==> src/core/pmtr_pkg.sv <==
// shared constants for the program memory table reader
package pmtr_pkg;
    localparam int          PMTR_WORD_W      = 16;
    localparam int          PMTR_DEPTH_4K    = 4096;
    localparam int          PMTR_DEPTH_8K    = 8192;
    localparam logic [15:0] PMTR_RESET_VEC   = 16'h0000;
    localparam logic [7:0]  PMTR_TABLE_HIGH_BYTE_LATCH_RST    = 8'h00;
    localparam logic [7:0]  PMTR_SECTOR0     = 8'h00;
    localparam logic [1:0]  PMTR_OP_SHORT    = 2'h0;
    localparam logic [1:0]  PMTR_OP_EXT      = 2'h1;
    localparam int          PMTR_SYNC_STAGES = 2;
endpackage

==> src/core/pmtr_table_reader.sv <==
// table read engine and program counter fetch port for the flash program array
`timescale 1ns/1ps
module pmtr_table_reader
    import pmtr_pkg::*;
#(
    parameter int WORD_W = PMTR_WORD_W,
    parameter int DEPTH  = PMTR_DEPTH_8K,
    parameter int IMPL_W = 16
) (
    input  wire logic                     clock,
    input  wire logic                     rst_n,
    input  wire logic                     cycle_en,
    input  wire logic                     emulation_variant,
    input  wire logic                     table_read_req,
    input  wire logic [1:0]               table_read_kind,
    input  wire logic [7:0]               table_ptr_low,
    input  wire logic [7:0]               table_ptr_high,
    input  wire logic [7:0]               dest_sector,
    input  wire logic [7:0]               dest_addr,
    input  wire logic                     pc_load,
    input  wire logic [$clog2(DEPTH)-1:0] pc_load_value,
    input  wire logic                     table_high_byte_latch_wr,
    input  wire logic [7:0]               table_high_byte_latch_wdata,
    output logic [$clog2(DEPTH)-1:0]      pm_addr,
    output logic                          pm_rd,
    input  wire logic [WORD_W-1:0]        pm_rdata,
    output logic [$clog2(DEPTH)-1:0]      pc,
    output logic                          fetch_valid,
    output logic                          dm_wr,
    output logic [7:0]                    dm_wsector,
    output logic [7:0]                    dm_waddr,
    output logic [7:0]                    dm_wdata,
    output logic [7:0]                    table_high_byte_latch,
    output logic                          table_busy,
    output logic                          table_read_refused,
    input  wire logic                     program_serial_clock_line,
    input  wire logic                     program_serial_data_line_in,
    input  wire logic                     prog_data_drive,
    input  wire logic                     prog_data_bit,
    output logic                          program_serial_data_line_out,
    output logic                          program_serial_data_line_oe,
    output logic                          prog_clock_sync,
    output logic                          prog_data_sync,
    input  wire logic                     debug_serial_clock_line,
    input  wire logic                     debug_serial_data_line_in,
    output logic                          debug_clock_sync,
    output logic                          debug_data_sync
);
    localparam int AW = $clog2(DEPTH);

    // timing, counted in instruction cycles (cycle_en pulses):
    //   take edge  - pointer and destination captured, busy set, fetch held
    //   data edge  - low byte written, high byte latched, busy cleared
    //   the fetch address returns to the memory port one clock later
    // requests seen while busy are dropped, not queued; the decoder
    // must not present a new table read until busy has fallen
    // pm_rdata is expected to settle within one instruction cycle
    // of the address change, which the four clock cycle spacing allows

    // the fetch and mask logic only serve a 16 bit word
    if (WORD_W != 16) begin : g_bad_word
        $error("pmtr_table_reader: word width must be 16");
    end

    // only the two array depths of the family are decoded
    if (DEPTH != PMTR_DEPTH_4K && DEPTH != PMTR_DEPTH_8K) begin : g_bad_depth
        $error("pmtr_table_reader: depth must be 4096 or 8192");
    end

    // at least one high bit must exist, at most the full byte
    if (IMPL_W < 9 || IMPL_W > WORD_W) begin : g_bad_impl
        $error("pmtr_table_reader: implemented width out of range");
    end

    // idle waits for a take; data owns the memory port for one cycle
    typedef enum logic [1:0] {
        PMTR_IDLE = 2'b01,
        PMTR_DATA = 2'b10
    } pmtr_state_t;

    pmtr_state_t       state_q;
    // request captured at the take edge
    logic [AW-1:0]     tbl_addr_q;
    logic [7:0]        dst_sector_q;
    logic [7:0]        dst_addr_q;
    logic [7:0]        hi_mask;
    logic [15:0]       full_ptr;
    logic              legal_req;
    // pin synchroniser stages
    logic [3:0]        sync1_q;
    logic [3:0]        sync2_q;
    logic [3:0]        pin_raw;

    // unimplemented high bits forced low when a table read loads the latch; software writes are not masked
    always_comb begin
        for (int i = 0; i < 8; i++) begin
            hi_mask[i] = (i + 8) < IMPL_W;
        end
    end

    assign full_ptr = {table_ptr_high, table_ptr_low};
    // short form only legal when destination sits in sector 0
    assign legal_req = table_read_req && !table_busy &&
                       (table_read_kind == PMTR_OP_EXT ||
                        dest_sector == PMTR_SECTOR0);

    // sequencer: one instruction cycle to take, one for the data access
    always_ff @(posedge clock or negedge rst_n) begin
        if (!rst_n) begin
            state_q <= PMTR_IDLE;
        end else if (cycle_en) begin
            unique case (state_q)
                PMTR_IDLE: begin
                    if (legal_req) begin
                        state_q <= PMTR_DATA;
                    end
                end
                PMTR_DATA: begin
                    state_q <= PMTR_IDLE;
                end
            endcase
        end
    end

    // busy is a flop of its own so the decoder sees it glitch free
    always_ff @(posedge clock or negedge rst_n) begin
        if (!rst_n) begin
            table_busy <= 1'b0;
        end else if (cycle_en) begin
            table_busy <= (state_q == PMTR_IDLE) && legal_req;
        end
    end

    // pointer and destination captured at the take edge
    always_ff @(posedge clock or negedge rst_n) begin
        if (!rst_n) begin
            tbl_addr_q   <= '0;
            dst_sector_q <= 8'h00;
            dst_addr_q   <= 8'h00;
        end else if (cycle_en && state_q == PMTR_IDLE && legal_req) begin
            tbl_addr_q   <= full_ptr[AW-1:0];
            dst_sector_q <= dest_sector;
            dst_addr_q   <= dest_addr;
        end
    end

    // refused stands for one instruction cycle only
    always_ff @(posedge clock or negedge rst_n) begin
        if (!rst_n) begin
            table_read_refused <= 1'b0;
        end else if (cycle_en) begin
            table_read_refused <= table_read_req && !table_busy && !legal_req;
        end
    end

    // program counter; stalls while the data access owns the port
    always_ff @(posedge clock or negedge rst_n) begin
        if (!rst_n) begin
            pc <= PMTR_RESET_VEC[AW-1:0];
        end else if (cycle_en) begin
            if (pc_load) begin
                pc <= pc_load_value;
            end else if (state_q == PMTR_IDLE && !legal_req) begin
                pc <= pc + 1'b1;
            end
        end
    end

    // fetch marker stays low for both cycles of a table read
    always_ff @(posedge clock or negedge rst_n) begin
        if (!rst_n) begin
            fetch_valid <= 1'b0;
        end else if (cycle_en) begin
            fetch_valid <= !pc_load && state_q == PMTR_IDLE && !legal_req;
        end
    end

    // the array is read on every clock once out of reset
    always_ff @(posedge clock or negedge rst_n) begin
        if (!rst_n) begin
            pm_rd <= 1'b0;
        end else begin
            pm_rd <= 1'b1;
        end
    end

    // memory port: data address from a legal request in idle through the second cycle, else the fetch address
    always_ff @(posedge clock or negedge rst_n) begin
        if (!rst_n) begin
            pm_addr <= PMTR_RESET_VEC[AW-1:0];
        end else if (state_q == PMTR_IDLE && legal_req) begin
            pm_addr <= full_ptr[AW-1:0];
        end else if (state_q == PMTR_IDLE) begin
            pm_addr <= pc;
        end else begin
            pm_addr <= tbl_addr_q;
        end
    end

    // write strobe lasts one clock at the end of the second cycle
    always_ff @(posedge clock or negedge rst_n) begin
        if (!rst_n) begin
            dm_wr <= 1'b0;
        end else begin
            dm_wr <= cycle_en && state_q == PMTR_DATA;
        end
    end

    // data and destination stand until the next table read lands
    always_ff @(posedge clock or negedge rst_n) begin
        if (!rst_n) begin
            dm_wsector <= 8'h00;
            dm_waddr   <= 8'h00;
            dm_wdata   <= 8'h00;
        end else if (cycle_en && state_q == PMTR_DATA) begin
            dm_wsector <= dst_sector_q;
            dm_waddr   <= dst_addr_q;
            dm_wdata   <= pm_rdata[7:0];
        end
    end

    // hardware load wins over a simultaneous software write;
    // software saves and restores it around an interrupt routine
    always_ff @(posedge clock or negedge rst_n) begin
        if (!rst_n) begin
            table_high_byte_latch <= PMTR_TABLE_HIGH_BYTE_LATCH_RST;
        end else if (cycle_en && state_q == PMTR_DATA) begin
            table_high_byte_latch <= pm_rdata[15:8] & hi_mask;
        end else if (table_high_byte_latch_wr) begin
            table_high_byte_latch <= table_high_byte_latch_wdata;
        end
    end

    // raw pins in a fixed order: prog clk, prog data, debug clk, debug data
    assign pin_raw = {debug_serial_data_line_in, debug_serial_clock_line,
                      program_serial_data_line_in, program_serial_clock_line};

    // two flops per pin; only the second stage is read by later logic
    for (genvar p = 0; p < 4; p++) begin : g_sync
        always_ff @(posedge clock or negedge rst_n) begin
            if (!rst_n) begin
                sync1_q[p] <= 1'b0;
                sync2_q[p] <= 1'b0;
            end else begin
                sync1_q[p] <= pin_raw[p];
                sync2_q[p] <= sync1_q[p];
            end
        end
    end

    // programming pins stay live on both variants
    always_ff @(posedge clock or negedge rst_n) begin
        if (!rst_n) begin
            prog_clock_sync <= 1'b0;
            prog_data_sync  <= 1'b0;
        end else begin
            prog_clock_sync <= sync2_q[0];
            prog_data_sync  <= sync2_q[1];
        end
    end

    // one line carries both directions; oe high only while we drive it
    always_ff @(posedge clock or negedge rst_n) begin
        if (!rst_n) begin
            program_serial_data_line_out <= 1'b0;
            program_serial_data_line_oe  <= 1'b0;
        end else begin
            program_serial_data_line_out <= prog_data_bit;
            program_serial_data_line_oe  <= prog_data_drive;
        end
    end

    // debug functions idle on the emulation part; the pins still program
    always_ff @(posedge clock or negedge rst_n) begin
        if (!rst_n) begin
            debug_clock_sync <= 1'b0;
            debug_data_sync  <= 1'b0;
        end else begin
            debug_clock_sync <= emulation_variant ? 1'b0 : sync2_q[2];
            debug_data_sync  <= emulation_variant ? 1'b0 : sync2_q[3];
        end
    end
endmodule

==> config.mk <==
export PLATFORM = sky130hd
export DESIGN_NAME = pmtr_table_reader
export DESIGN_NICKNAME = d
export VERILOG_FILES = /design/src/core/pmtr_pkg.sv /design/src/core/pmtr_table_reader.sv
export SDC_FILE = /design/constraint.sdc
export NUM_CORES = 1
export LEC_CHECK = 0
export ABC_AREA = 1
export ABC_CLOCK_PERIOD_IN_PS = 4000
export BUFFER_PORTS_ARGS = -buffer_cell sky130_fd_sc_hd__buf_2
export CAP_MARGIN = 5
export CORE_ASPECT_RATIO = 1.75
export CORE_MARGIN = 2
export CORE_UTILIZATION = 40
export CTS_BUF_LIST = sky130_fd_sc_hd__clkbuf_16
export CTS_CLUSTER_SIZE = 10
export DETAILED_ROUTE_END_ITERATION = 6
export GPL_TIMING_DRIVEN = 1
export PLACE_DENSITY = 0.67
export SETUP_SLACK_MARGIN = 0.02
export SLEW_MARGIN = 20
export SYNTH_ARGS = -nofsm -noshare
export SYNTH_HDL_FRONTEND = slang
export SYNTH_SLANG_ARGS = --single-unit
==> constraint.sdc <==
create_clock -name clock -period 4 [get_ports clock]
set_input_delay 0.8 -clock clock [delete_from_list [all_inputs] [get_ports clock]]
set_output_delay 0.8 -clock clock [all_outputs]
set_load 0.01 [all_outputs]
### Word level (Yosys, flattened, before mapping)

Cells that the tools add are included.
W data, S select, Z words.

| cells by class | value |
|---|---|
| reduce and logical (&&, ||, !) cells | 19 |
| equality and inequality tests | 4 |
| add/subtract/negate cells | 1 |
| muxes and demuxes | 10 |

Operators by type and width:

| kind | count |
|---|---|
| $mux W13 | 4 |
| $mux W8 | 2 |
| $add A13 B1 Y13 const B | 1 |
| $logic_and A1 B1 Y1 | 10 |
| $logic_not A8 Y1 | 1 |
| $eq A2 B1 Y1 const B | 2 |
| $pmux W2 S2 | 1 |
| $reduce_and A2 Y1 | 2 |
| $reduce_bool A2 Y1 | 2 |
| $logic_not A1 Y1 | 3 |
| $eq A2 B2 Y1 const B | 1 |
| $mux W1 | 2 |
| $mux W2 | 1 |
| $ne A2 B2 Y1 const B | 1 |
| $logic_or A1 B1 Y1 | 1 |

| word-level totals | value |
|---|---|
| flip-flop bits (word level) | 108 |
| word-level logic and storage cells | 63 |
| bits of input ports | 84 |
| output and inout bits | 69 |

### Logic depth before layout (Yosys ltp)

| logic depth | value |
|---|---|
| depth after elaboration | 7 |
| gate-level depth with buffers | 10 |

### Worst setup path after synthesis

OpenSTA, ideal clock, no wires.

| timing path | value |
|---|---|
| kind | in2reg |
| start | input dest_sector[7] |
| end | register dst_sector_q[0] |
| cell stages on the path | 9 |
| library setup time | 0.116 ns |
| path buffers | 1 |
| arrival | 1.665 ns |
| path slack | 2.218 ns |
| data required time | 3.884 ns |
| cell sequence | nor2_1 -> nand2_1 -> o21ai_2 -> nand2_4 -> nor2_8 -> nand2_4 -> buf_6 -> nand2_1 -> nand2_1 |

| on the way | value |
|---|---|
| word-level cells in the longest chain between the ends | 4 |

Ends and longest elaborated chain:

| what | line | source |
|---|---|---|
| from (decl) | pmtr_table_reader.sv:18 | `input wire logic [7:0] dest_sector,` |
| $logic_not A8 Y1 | pmtr_table_reader.sv:105 | `dest_sector == PMTR_SECTOR0);` |
| $logic_or A1 B1 Y1 | pmtr_table_reader.sv:104 | `(table_read_kind == PMTR_OP_EXT \|\|` |
| $logic_and A1 B1 Y1 | pmtr_table_reader.sv:103 | `assign legal_req = table_read_req && !table_busy &&` |
| $logic_and A1 B1 Y1 | pmtr_table_reader.sv:140 | `end else if (cycle_en && state_q == PMTR_IDLE && legal_req) begin` |
| to (signal assigned) | pmtr_table_reader.sv:142 | `dst_sector_q <= dest_sector;` |
| to (decl) | pmtr_table_reader.sv:84 | `logic [7:0] dst_sector_q;` |

Every way passes these cells.
A chain may end at the register's enable or synchronous reset.

### Worst setup path after layout

| timing path | value |
|---|---|
| start | input cycle_en |
| end | register table_high_byte_latch[7] |

| on the way | value |
|---|---|
| word-level cells in the longest chain between the ends | 2 |
| elaborated cells on any way between the ends | 3 |

Ends and longest elaborated chain:

| what | line | source |
|---|---|---|
| from (decl) | pmtr_table_reader.sv:12 | `input wire logic cycle_en,` |
| $logic_and A1 B1 Y1 * | pmtr_table_reader.sv:227 | `end else if (cycle_en && state_q == PMTR_DATA) begin` |
| $mux W8 / $reduce_bool A2 Y1 (equally long branches) | -- |  |
| to (signal assigned) | pmtr_table_reader.sv:228 | `table_high_byte_latch <= pm_rdata[15:8] & hi_mask;` |
| to (signal assigned) | pmtr_table_reader.sv:230 | `table_high_byte_latch <= table_high_byte_latch_wdata;` |
| to (decl) | pmtr_table_reader.sv:33 | `output logic [7:0] table_high_byte_latch,` |

Mark *: on every way between the ends. The rest lies on a longest branch, timed or not.

==> reports/results.ini <==
[yosys]
netlist_instances=542
ys_types=26
synth_seq_cells=108
syn_nets=627
synth_ff_type=dfrtp_1
synth-seq-area-share_pct=57.8
ys_async_sr_fraction_pct=100
yosysWarnings=0
avgSynthCellArea_um2=8.62
synth_edf_count=0
synth_area_um2=4670

[placed_design]
placed_area_um2=5450
dp_slack_ns=1.12
port_buffers=149
gp_routability_congestion=0.833
dpl.hpwl_mm=8.27

[critical_path]
crit_fanout=35
reg2reg_from=state_q[0]
end_kind=flip-flop
crit_arrival_ns=2.66
critPathCapture=table_high_byte_latch[7]
rr_endpoint=table_high_byte_latch[7]
r2r_setup_slack_ns=1.65
critPathRequiredTime_ns=4.21
worstRegToRegCells=5
critical_path_class=input port to flip-flop
cp-startpoint=cycle_en
crit_path_start_kind=input port

[worst_hold_path]
hold_path_class=flip-flop to flip-flop

[cts]
postCtsSetupBuffers=0
tritoncts=done
clkLatencyLatePin_ns=0.34
cts_sinks=108
cts-root-buf=clkbuf_16
numCtsBuffers=9
post_cts_resize_count=0
clk_pin_slew_worst_paths_ns=0.07
h-tree-depth=3
clock_path_buffers=2
cts_hold_buf=0

[sta]
min_period_ns=2.46
setup_violations=0
slew-limit-headroom_pct=51.8
rsz0062_at_grt=no
finalSetupTns_ns=0
final.hold.worst_slack_ns=0.351
fmax_mhz=407
tightestPinTransition_ns=0.723
finClkSkew_ns=0.00779
slew_viol_final=0
setup_ws_ns=1.54
hold_viol=0
fin_crit_sh_pct=61.4

[global_routing]
grtUsageMet1_pct=22.2
grt_max_degree=58
antenna_found_initial=0
grt_pass1_vias=3990
grt_use_total_pct=19.2
top_usage_layer=met2
grt.overflow.total=0
use_met3_pct=2.81
grt_pass1_wl_mm=19.3
met2_usage_pct=34.5

[job]
drv_cap=0

[cells_and_area]
nets=763
drive_gt1_share_pct=26.4
area_growth_syn_to_layout_pct=23.6
final_area_um2=5780
reg_top3=pc: 13 flops, pm_addr: 13 flops, tbl_addr_q: 13 flops
diodes=0

[power]
powerDensity_nw_per_um2=631
p_leak_nw=3.24
ir_worst_vdd_mv=0.251

[die]
dieArea_um2=12600
rows=52
start_util_pct=40.6
die_y_um=147
die_x_um=85.7
io_pins=153
coreArea_um2=11500

[drt]
firstDrtPassIters=7
wl_per_cell_um=14.1
via_per_inst=4.92
drtIter0Drc=233
drc_errors=14
wirelength_mm=11.6
ant_nets=0
vias=4028

[status]
failed_checks=design-rule violations
status=finished, violations left

==> cell usage after synthesis (4+ instances only) <==
cell type / n / area [um^2]
nor2_1: 18 / 67.6
nand3_1: 67 / 335
o21ai_0: 8 / 40.0
clkbuf_1: 6 / 22.5
inv_1: 27 / 101
nand4_1: 4 / 25.0
buf_2: 12 / 60.1
o211ai_1: 17 / 128
buf_6: 8 / 90.1
dfrtp_1: 107 / 2680
nand2_4: 5 / 56.3
nand2_1: 247 / 927
==> layout make-up <==
type / instances / area, um^2
Sequential cell: 108 / 2700
Inverter: 29 / 109
Tap cell: 135 / 169
Clock inverter: 7 / 105
Clock buffer: 9 / 225
Fill cell: 1139 / 5740
Multi-Input combinational cell: 379 / 1690
Timing Repair Buffer: 151 / 776
==> critical path, cell delays in order <==
cell	delay, ns
buf_2	0.10
nand3_2	0.56
inv_2	0.72
or2_1	0.34
o211ai_1	0.13
==> worst min-delay path by stage <==
| stage | slack (ns) | from | cells after the start | endpoint |
|---|---|---|---|---|
| after floorplan | 0.33 | sync2_q[0] | 0 | prog_clock_sync |
| after global placement | 0.33 | sync1_q[0] | 0 | sync2_q[0] |
| after detailed placement | 0.33 | sync1_q[1] | 0 | sync2_q[1] |
| after CTS | 0.35 | sync1_q[1] | 0 | sync2_q[1] |
| after global routing | 0.37 | sync1_q[3] | 0 | sync2_q[3] |
| final | 0.35 | sync1_q[1] | 0 | sync2_q[1] |
==> routing by layer <==
layer / share of wire (%) / wire length, um / up-vias
met5: 0 / 0 / -
met4: 2.4 / 276 / 0
met3: 4.9 / 571 / 18
met2: 53 / 6160 / 155
met1: 39 / 4560 / 1874
li1: - / - / 1981
==> stage by stage <==
stage	utilization, %	total power, mW	std cells
finish	50.2	3.65	818
global route	50.2	3.91	818
CTS	50.2	3.70	818
detailed placement	47.3	2.71	802
global placement	47.3	2.67	802
floorplan	-	2.27	542
==> report_power, final <==
part	switching [mW]	total, mW	internal [mW]
Clock	0.411	0.969	0.559
Combinational	0.649	1.04	0.395
Sequential	0.203	1.63	1.43
Total	1.26	3.65	2.38
==> placed cells by master, fill, tap and decap left out, types with 2 or more instances in the layout <==
| cell type | n |
|---|---|
| dfrtp_1 | 107 |
| nand3_1 | 67 |
| nand4_1 | 4 |
| inv_1 | 27 |
| bufinv_16 | 2 |
| inv_6 | 2 |
| clkbuf_16 | 9 |
| o211ai_1 | 17 |
| buf_2 | 148 |
| buf_4 | 2 |
| nor2_1 | 18 |
| nand2_1 | 247 |
| inv_2 | 2 |
| a31oi_1 | 2 |
| nand2_4 | 5 |
| o21ai_0 | 8 |
==> cells by family after synthesis <==
family,Yosys count,synth area share [%]
buf+inv,55,6.02
xor+xnor,1,0.187
other cells,1,0.0802
flops,108,57.8
fa+ha+maj,1,0.268
simple gates,346,31.3
compound gates,30,4.26
No activity file was read; power rests on OpenSTA's default activity.
